<file path="config.mk">
export PLATFORM = sky130hd
export DESIGN_NAME = apc_top
export DESIGN_NICKNAME = d
export VERILOG_FILES = /design/src/include/apc_pkg.sv /design/src/design/apc_top.sv
export SDC_FILE = /design/constraint.sdc
export NUM_CORES = 1
export LEC_CHECK = 0
export BUFFER_PORTS_ARGS = -buffer_cell sky130_fd_sc_hd__buf_2
export CORE_ASPECT_RATIO = 0.5
export CORE_UTILIZATION = 48
export CTS_CLUSTER_SIZE = 12
export DETAILED_ROUTE_END_ITERATION = 12
export GPL_ROUTABILITY_DRIVEN = 0
export PLACE_DENSITY = 0.86
export SKIP_CTS_REPAIR_TIMING = 1
export SLEW_MARGIN = 20
export SYNTH_ARGS = -nofsm -noshare
export SYNTH_HDL_FRONTEND = slang
export SYNTH_SLANG_ARGS = --single-unit
</file>
<file path="constraint.sdc">
create_clock -name clk_i -period 3 [get_ports clk_i]
set_clock_uncertainty 0.05 [all_clocks]
set_input_delay 0.15 -clock clk_i [delete_from_list [all_inputs] [get_ports clk_i]]
set_output_delay 0.15 -clock clk_i [all_outputs]
set_load 0.1 [all_outputs]
</file>
<file path="src/include/apc_pkg.sv">
package apc_pkg;

    ////////////////////////////////////////////////////////////////////////////
    // sizes
    localparam int unsigned NPIN   = 3;
    localparam int unsigned AW     = 5;
    localparam int unsigned DW     = 32;

    ////////////////////////////////////////////////////////////////////////////
    // register byte offsets
    localparam logic [4:0] OFS_CTL34 = 5'h00;
    localparam logic [4:0] OFS_CTL5  = 5'h04;
    localparam logic [4:0] OFS_STATE = 5'h08;
    localparam logic [4:0] OFS_IRQST = 5'h0C;
    localparam logic [4:0] OFS_IRQMK = 5'h10;

    ////////////////////////////////////////////////////////////////////////////
    // per-pin field positions inside a nibble
    localparam int unsigned FLD_DIR  = 0;
    localparam int unsigned FLD_POL  = 1;
    localparam int unsigned FLD_EDGE = 2;
    localparam int unsigned FLD_OUT  = 3;
    localparam int unsigned NIB_W    = 4;

    ////////////////////////////////////////////////////////////////////////////
    // values after reset; suspend reloads only the two control words
    localparam logic [7:0] RST_CTL34 = 8'h90;
    localparam logic [7:0] RST_CTL5  = 8'h09;
    localparam logic [2:0] RST_MASK  = 3'h0;
    localparam logic [2:0] RST_FLAGS = 3'h0;

    ////////////////////////////////////////////////////////////////////////////
    // bus answer latency in cycles after the request is seen
    localparam int unsigned ACK_LAT  = 1;

    ////////////////////////////////////////////////////////////////////////////
    // one pin's settings, msb first as stored in its nibble
    typedef struct packed {
        logic out_lvl;
        logic edge_sns;
        logic pol_high;
        logic dir_out;
    } apc_pin_cfg_s;

    typedef enum logic [0:0] {
        APC_IDLE,
        APC_ACK
    } apc_bus_e;

endpackage : apc_pkg

</file>
<file path="src/design/apc_top.sv">
// Summary of operation
// a direction bit of 0 makes the pin an input and 1 makes the block drive it as an output.
// for an input the polarity bit picks the asserted level, 0 for low and 1 for high.
// in level mode the pin's state bit is 1 exactly while the pin sits at its asserted level.
// in edge mode the state bit latches to 1 once the pin has been asserted and holds there.
// in edge mode a read of the state register clears the latched bit, keeping later assertions.
// an output pin with output-state bit 0 is driven low.
// an output pin with output-state bit 1 is driven high.
// at reset and on suspend pins 4 and 5 return to output direction driving high.
// at reset and on suspend pin 3 returns to input direction.
// polarity and sensing act only on inputs and output-state acts only on outputs.
`timescale 1ns/1ns

module apc_top (
    input  wire logic        clk_i,
    input  wire logic        rst_i,
    input  wire logic        suspend_i,
    input  wire logic        cyc_i,
    input  wire logic        stb_i,
    input  wire logic        we_i,
    input  wire logic [4:0]  adr_i,
    input  wire logic [3:0]  sel_i,
    input  wire logic [31:0] dat_i,
    output logic [31:0]      dat_o,
    output logic             ack_o,
    output logic             irq_o,
    input  wire logic [2:0]  pin_i,
    output logic [2:0]       pin_o,
    output logic [2:0]       pin_oe_o
);

    ////////////////////////////////////////////////////////////////////////////
    // decode helpers

    // true when the access addresses the given word
    function automatic logic hit(input logic [4:0] adr, input logic [4:0] ofs);
        hit = (adr[4:2] == ofs[4:2]);
    endfunction : hit

    // asserted level of an input pin under its polarity
    function automatic logic asserted(input logic lvl, input logic pol_high);
        asserted = pol_high ? lvl : ~lvl;
    endfunction : asserted

    // true for a write that carries byte lane 0 to the given word
    function automatic logic lane0_wr(input logic wr, input logic [3:0] sel,
                                      input logic [4:0] adr, input logic [4:0] ofs);
        lane0_wr = wr & sel[0] & hit(adr, ofs);
    endfunction : lane0_wr

    // settings of one pin after reset or suspend
    function automatic apc_pkg::apc_pin_cfg_s dflt_cfg(input int unsigned idx);
        logic [11:0] nibs;
        nibs     = {apc_pkg::RST_CTL5[3:0], apc_pkg::RST_CTL34};
        dflt_cfg = apc_pkg::apc_pin_cfg_s'(nibs[idx*apc_pkg::NIB_W +: apc_pkg::NIB_W]);
    endfunction : dflt_cfg

    ////////////////////////////////////////////////////////////////////////////
    // declarations

    logic [7:0]               ctl34_r;
    logic [7:0]               ctl5_r;
    logic [7:0]               ctl34_nxt;
    logic [7:0]               ctl5_nxt;
    apc_pkg::apc_pin_cfg_s    cfg [apc_pkg::NPIN];
    logic [2:0]               state_r;
    logic [2:0]               state_nxt;
    logic [2:0]               act_now;
    logic [2:0]               act_prev_r;
    logic [2:0]               rise;
    logic [2:0]               flag_r;
    logic [2:0]               flag_nxt;
    logic [2:0]               mask_r;
    logic [2:0]               pin_o_r;
    logic [2:0]               pin_oe_r;
    logic [31:0]              rdata;
    logic                     req;
    logic                     wr_stb;
    logic                     rd_stb;
    logic                     rd_state;
    logic                     rd_flag;
    logic                     wr_ctl34;
    logic                     wr_ctl5;
    logic                     wr_mask;
    logic                     irq_nxt;
    apc_pkg::apc_bus_e        bus_r;

    ////////////////////////////////////////////////////////////////////////////
    // wishbone handshake: answer one cycle after the request, then drop

    assign req    = cyc_i & stb_i & (bus_r == apc_pkg::APC_IDLE);
    assign wr_stb = req & we_i;
    assign rd_stb = req & ~we_i;

    // one strobe per writable word, byte lane 0 only
    assign wr_ctl34 = lane0_wr(wr_stb, sel_i, adr_i, apc_pkg::OFS_CTL34);
    assign wr_ctl5  = lane0_wr(wr_stb, sel_i, adr_i, apc_pkg::OFS_CTL5);
    assign wr_mask  = lane0_wr(wr_stb, sel_i, adr_i, apc_pkg::OFS_IRQMK);

    always_ff @(posedge clk_i) begin
        if (rst_i) begin
            bus_r <= apc_pkg::APC_IDLE;
        end else begin
            case (bus_r)
                apc_pkg::APC_IDLE: begin
                    if (cyc_i && stb_i) begin
                        bus_r <= apc_pkg::APC_ACK;
                    end
                end
                apc_pkg::APC_ACK: begin
                    bus_r <= apc_pkg::APC_IDLE;
                end
                default: begin
                    bus_r <= apc_pkg::APC_IDLE;
                end
            endcase
        end
    end

    always_ff @(posedge clk_i) begin
        if (rst_i) begin
            ack_o <= 1'b0;
        end else begin
            ack_o <= req;
        end
    end

    ////////////////////////////////////////////////////////////////////////////
    // control registers, byte lane 0 only; suspend reloads the defaults

    always_comb begin
        ctl34_nxt = ctl34_r;
        ctl5_nxt  = ctl5_r;
        if (wr_ctl34) begin
            ctl34_nxt = dat_i[7:0];
        end
        if (wr_ctl5) begin
            // upper nibble has no pin behind it and reads zero
            ctl5_nxt = {4'h0, dat_i[3:0]};
        end
    end

    always_ff @(posedge clk_i) begin
        if (rst_i || suspend_i) begin
            ctl34_r <= apc_pkg::RST_CTL34;
        end else begin
            ctl34_r <= ctl34_nxt;
        end
    end

    always_ff @(posedge clk_i) begin
        if (rst_i || suspend_i) begin
            ctl5_r <= apc_pkg::RST_CTL5;
        end else begin
            ctl5_r <= ctl5_nxt;
        end
    end

    assign cfg[0] = apc_pkg::apc_pin_cfg_s'(ctl34_r[3:0]);
    assign cfg[1] = apc_pkg::apc_pin_cfg_s'(ctl34_r[7:4]);
    assign cfg[2] = apc_pkg::apc_pin_cfg_s'(ctl5_r[3:0]);

    ////////////////////////////////////////////////////////////////////////////
    // interrupt mask

    always_ff @(posedge clk_i) begin
        if (rst_i) begin
            mask_r <= apc_pkg::RST_MASK;
        end else if (wr_mask) begin
            mask_r <= dat_i[2:0];
        end
    end

    ////////////////////////////////////////////////////////////////////////////
    // per-pin sensing and drive

    assign rd_state = rd_stb & hit(adr_i, apc_pkg::OFS_STATE);
    assign rd_flag  = rd_stb & hit(adr_i, apc_pkg::OFS_IRQST);

    for (genvar g = 0; g < apc_pkg::NPIN; g++) begin : g_pin
        // sensing only counts while the pin is an input
        assign act_now[g] = ~cfg[g].dir_out
                            & asserted(pin_i[g], cfg[g].pol_high);
        assign rise[g]    = act_now[g] & ~act_prev_r[g];

        always_comb begin
            if (cfg[g].dir_out) begin
                state_nxt[g] = 1'b0;
            end else if (!cfg[g].edge_sns) begin
                state_nxt[g] = act_now[g];
            end else begin
                // a new assertion wins over the clear by read
                state_nxt[g] = act_now[g]
                               | (state_r[g] & ~rd_state);
            end
        end

        always_comb begin
            // a new event wins over the clear by read
            flag_nxt[g] = rise[g] | (flag_r[g] & ~rd_flag);
        end

        always_ff @(posedge clk_i) begin
            if (rst_i) begin
                act_prev_r[g] <= apc_pkg::RST_FLAGS[g];
            end else begin
                act_prev_r[g] <= act_now[g];
            end
        end

        always_ff @(posedge clk_i) begin
            if (rst_i) begin
                state_r[g] <= apc_pkg::RST_FLAGS[g];
            end else begin
                state_r[g] <= state_nxt[g];
            end
        end

        always_ff @(posedge clk_i) begin
            if (rst_i) begin
                flag_r[g] <= apc_pkg::RST_FLAGS[g];
            end else begin
                flag_r[g] <= flag_nxt[g];
            end
        end

        // the pin keeps its power-on drive while reset is held
        localparam apc_pkg::apc_pin_cfg_s DFLT = dflt_cfg(g);

        always_ff @(posedge clk_i) begin
            if (rst_i) begin
                pin_oe_r[g] <= DFLT.dir_out;
            end else begin
                pin_oe_r[g] <= cfg[g].dir_out;
            end
        end

        always_ff @(posedge clk_i) begin
            if (rst_i) begin
                pin_o_r[g] <= DFLT.dir_out & DFLT.out_lvl;
            end else begin
                // level only reaches the pin while it is an output
                pin_o_r[g] <= cfg[g].dir_out & cfg[g].out_lvl;
            end
        end
    end

    ////////////////////////////////////////////////////////////////////////////
    // interrupt: high while an unmasked event flag is set

    always_comb begin
        irq_nxt = |(flag_nxt & mask_r);
    end

    always_ff @(posedge clk_i) begin
        if (rst_i) begin
            irq_o <= 1'b0;
        end else begin
            irq_o <= irq_nxt;
        end
    end

    ////////////////////////////////////////////////////////////////////////////
    // read data; unmapped words read zero

    always_comb begin
        rdata = 32'h0000_0000;
        if (hit(adr_i, apc_pkg::OFS_CTL34)) begin
            rdata[7:0] = ctl34_r;
        end else if (hit(adr_i, apc_pkg::OFS_CTL5)) begin
            rdata[7:0] = ctl5_r;
        end else if (hit(adr_i, apc_pkg::OFS_STATE)) begin
            rdata[2:0] = state_r;
        end else if (hit(adr_i, apc_pkg::OFS_IRQST)) begin
            rdata[2:0] = flag_r;
        end else if (hit(adr_i, apc_pkg::OFS_IRQMK)) begin
            rdata[2:0] = mask_r;
        end
    end

    always_ff @(posedge clk_i) begin
        if (rst_i) begin
            dat_o <= 32'h0000_0000;
        end else if (rd_stb) begin
            dat_o <= rdata;
        end else begin
            dat_o <= 32'h0000_0000;
        end
    end

    ////////////////////////////////////////////////////////////////////////////
    // pins

    assign pin_o    = pin_o_r;
    assign pin_oe_o = pin_oe_r;

endmodule : apc_top

</file>
==> key figures <==
Critical path
  • Crit path depth: 4
  • Startpoint Class: register
  • Slowest stage delay, CP: 460 ps
  • Critical Path, Cell by Cell: nand3b_4, o41a_1, a22o_1, a221o_1
  • Cell with the largest stage delay on the worst path: o41a_1
  • Worst r2r src: bus_r
  • Reg-to-Reg End: irq_o
  • FF-to-FF setup slack: 1270 ps
  • Critical path class: register to register
  • Worst-path fanout max: 9
  • CP delay by family, top: compound AO/OA/AOI/OAI gates
  • Worst path arrival time: 1870 ps
  • CP Capture Type: register
  • Setup crit start: bus_r
  • Worst reg2reg path depth: 4
  • CP required: 3140 ps
  • CP bufs+invs: 0
  • Critical Path End: irq_o

Routing
  • Number of detailed-route iterations in the first pass: 4
  • DR vias: 1388
  • Drt wl/cell: 12.5 um
  • Total wire length: 3440 um
  • 1st-iter DRT viols: 109
  • DRC viols: 0
  • Vias per std cell: 5.05
  • Post-DRT Antenna Nets: 0

Clock tree
  • Clk root buf: clkbuf_8
  • CTS buffer count: 5
  • Clock latency on the worst-skew pair: 290 ps
  • Number of clock sinks: 41
  • CTS tree: done
  • Clock slew seen by the registers of the worst setup and hold paths: 80 ps
  • H-Tree Depth: 2
  • Max Buffers Root-to-Sink: 2

Placement
  • # port buffers: 36
  • Dpl cell area: 0.00186 mm2
  • Placed instance count: 268
  • Detailed Place HPWL: 2440 um

Timing
  • Setup TNS: 0 ps
  • Fmax: 579 MHz
  • Fin crit period: 1730 ps
  • Fin crit share: 57.5%
  • RSZ-0062 raised after global routing: false
  • Final Hold Fails: 0
  • Fin. max-slew vios: 0
  • Worst-margin pin slew: 917 ps
  • Relative slew margins: 38.7%
  • Final setup violation count: 0

Yosys
  • #FFs+latches synth: 41
  • Syn Inst Count: 189
  • Ys Warns: 0
  • Synthesized area per cell: 9.20 um2
  • Sequential share of the synthesized area: 47.2%
  • Mapped Area: 0.00174 mm2
  • Distinct cells, synth: 41

Global routing
  • Gr ovfl total: 0
  • First-pass GRT wire length: 5440 um
  • Vias in the first global route: 1176
  • Total GRT Usage: 19.0%
  • Initial antenna violation count: 0
  • Largest net degree at the start of global routing: 17

Final layout
  • Fin area: 0.00197 mm2
  • Layout area overhead: 13.0%
  • Register area: 821 um2
  • Nets: 274
  • Post-Layout Cell Count: 275
  • Multi-input gate area: 786 um2
  • Layout cells sized above 1: 22.3%
  • ANT cells: 0
  • # fillers: 290

Hold path
  • Worst min path class: input port to register

Power
  • Seq pwr share: 47.0%
  • Tot Pwr: 1.17 mW
  • Comb pwr share: 16.9%
  • Clock share of power: 36.1%
  • Sw Pwr: 0.359 mW
  • Int Power: 0.814 mW
  • VDD IR max: 0.252 mV
  • Switch share: 30.6%
  • PwrDens: 597 mW/mm2
  • Leakage power: 0.872 nW

Die
  • Die height: 44.6 um
  • I/O pin total: 90
  • Rows: 15
  • Placeable Area: 0.00345 mm2
  • Die area: 0.00388 mm2
  • Initial core utilization: 50.4%
  • Die X: 87.1 um

Job
  • Max-Cap Viols: 0

Outcome
  • Status: complete, no violations
layout by cell type, fill, tap and decap left out, types with 2 or more instances in the layout:
cell / instances
o21ai_0: 9
a22o_1: 3
nand2b_1: 3
nor3_1: 8
nand3b_1: 2
nand2_1: 15
a21o_1: 2
nand3_1: 10
buf_2: 36
nor2_1: 12
conb_1: 24
nor4_2: 2
nor2b_1: 2
dfxtp_1: 41
inv_1: 3
and3_1: 5
clkbuf_8: 5
o21ai_1: 2
mux2i_1: 7
a21oi_1: 8
or2_2: 2
xor2_1: 2
nor4_1: 2
a31oi_1: 2
sequential cells by signal, summed over array words and instances (netlist names):
register	count
bus_r	1
ctl34_r	8
act_prev_r	3
ack_o	1
irq_o	1
pin_o	3
dat_o	8
flag_r	3
pin_oe_o	3
ctl5_r	4
mask_r	3
state_r	3
Yosys cell counts:
cell type | count | area, um2
a211o_1 | 1 | 8.76
a211oi_1 | 1 | 7.51
a21boi_0 | 1 | 7.51
a21o_1 | 2 | 15.0
a21oi_1 | 8 | 40.0
a221o_1 | 1 | 10.0
a22o_1 | 3 | 26.3
a31oi_1 | 2 | 12.5
and2_1 | 1 | 6.26
and3_1 | 5 | 31.3
buf_1 | 2 | 7.51
buf_2 | 1 | 5.00
buf_4 | 24 | 180
clkbuf_1 | 4 | 15.0
conb_1 | 1 | 3.75
dfxtp_1 | 41 | 821
inv_1 | 3 | 11.3
mux2_2 | 1 | 11.3
mux2i_1 | 7 | 70.1
nand2_1 | 15 | 56.3
nand2b_1 | 3 | 18.8
nand3_1 | 10 | 50.1
nand3b_1 | 2 | 15.0
nand3b_4 | 1 | 20.0
nor2_1 | 12 | 45.0
nor2b_1 | 2 | 12.5
nor3_1 | 8 | 40.0
nor3b_2 | 1 | 12.5
nor4_1 | 2 | 12.5
nor4_2 | 2 | 25.0
o21ai_0 | 9 | 45.0
o21ai_1 | 2 | 10.0
o22ai_1 | 1 | 6.26
o311a_1 | 1 | 10.0
o41a_1 | 1 | 11.3
or2_1 | 1 | 6.26
or2_2 | 2 | 12.5
or3_1 | 1 | 6.26
or4_1 | 1 | 7.51
xnor2_1 | 1 | 8.76
xor2_1 | 2 | 17.5
layout make-up:
type	count	share of cell area, %
Sequential cell	41	41.8
Inverter	3	0.573
Clock buffer	5	3.50
Timing Repair Buffer	36	9.17
Multi-Input combinational cell	137	40.0
Clock inverter	2	1.78
Tap cell	51	3.25
power groups by stage:
stage,Clock (mW),Combinational (mW),Sequential (mW)
after floorplan,0,0.189,0.572
after global placement,0,0.196,0.564
after detailed placement,0,0.197,0.564
after CTS,0.430,0.198,0.551
after global routing,0.450,0.206,0.552
final,0.424,0.199,0.551
worst register-to-register path: stages (launching register included):
cell	delay, ps
dfxtp_1	300
nand3b_4	210
o41a_1	460
a22o_1	270
a221o_1	330
metrics by stage:
stage	utilization, %	hold WS (ps)	setup slack (ps)
after floorplan	-	209	1370
after global placement	53.9	319	1080
after detailed placement	53.9	332	977
after CTS	56.9	33.2	1270
after global routing	56.9	64.6	1060
final	56.9	41.5	1270
kinds of logic (layout without fill, tap and decap cells):
logic type / after synthesis / in the layout / share of synthesized area (%)
other cells: 1 / 24 / 0.216
mux: 8 / 8 / 4.68
xor+xnor: 3 / 3 / 1.51
flops: 41 / 41 / 47.2
buf+inv: 34 / 46 / 12.6
compound gates: 33 / 33 / 12.1
simple gates: 69 / 69 / 21.7
worst min path at each step:
stage / slack (ps) / cells past startpoint / end / from
after floorplan: 210 / 2 / pin_o[1] / rst_i
after global placement: 320 / 3 / ctl34_r[5] / dat_i[5]
after detailed placement: 330 / 3 / ctl34_r[5] / dat_i[5]
after CTS: 30 / 3 / ctl34_r[6] / dat_i[6]
after global routing: 60 / 3 / ctl34_r[5] / dat_i[5]
final: 40 / 3 / ctl34_r[6] / dat_i[6]
routing by layer:
| metal | vias to the layer above | global-route usage, % | wire length [um] |
|---|---|---|---|
| met4 | 0 | 10.5 | 78 |
| met3 | 9 | 5.78 | 257 |
| li1 | 673 | - | - |
| met5 | - | 0 | 0 |
| met1 | 645 | 22.1 | 1540 |
| met2 | 61 | 32.1 | 1560 |
(Power assumes the default switching activity.)
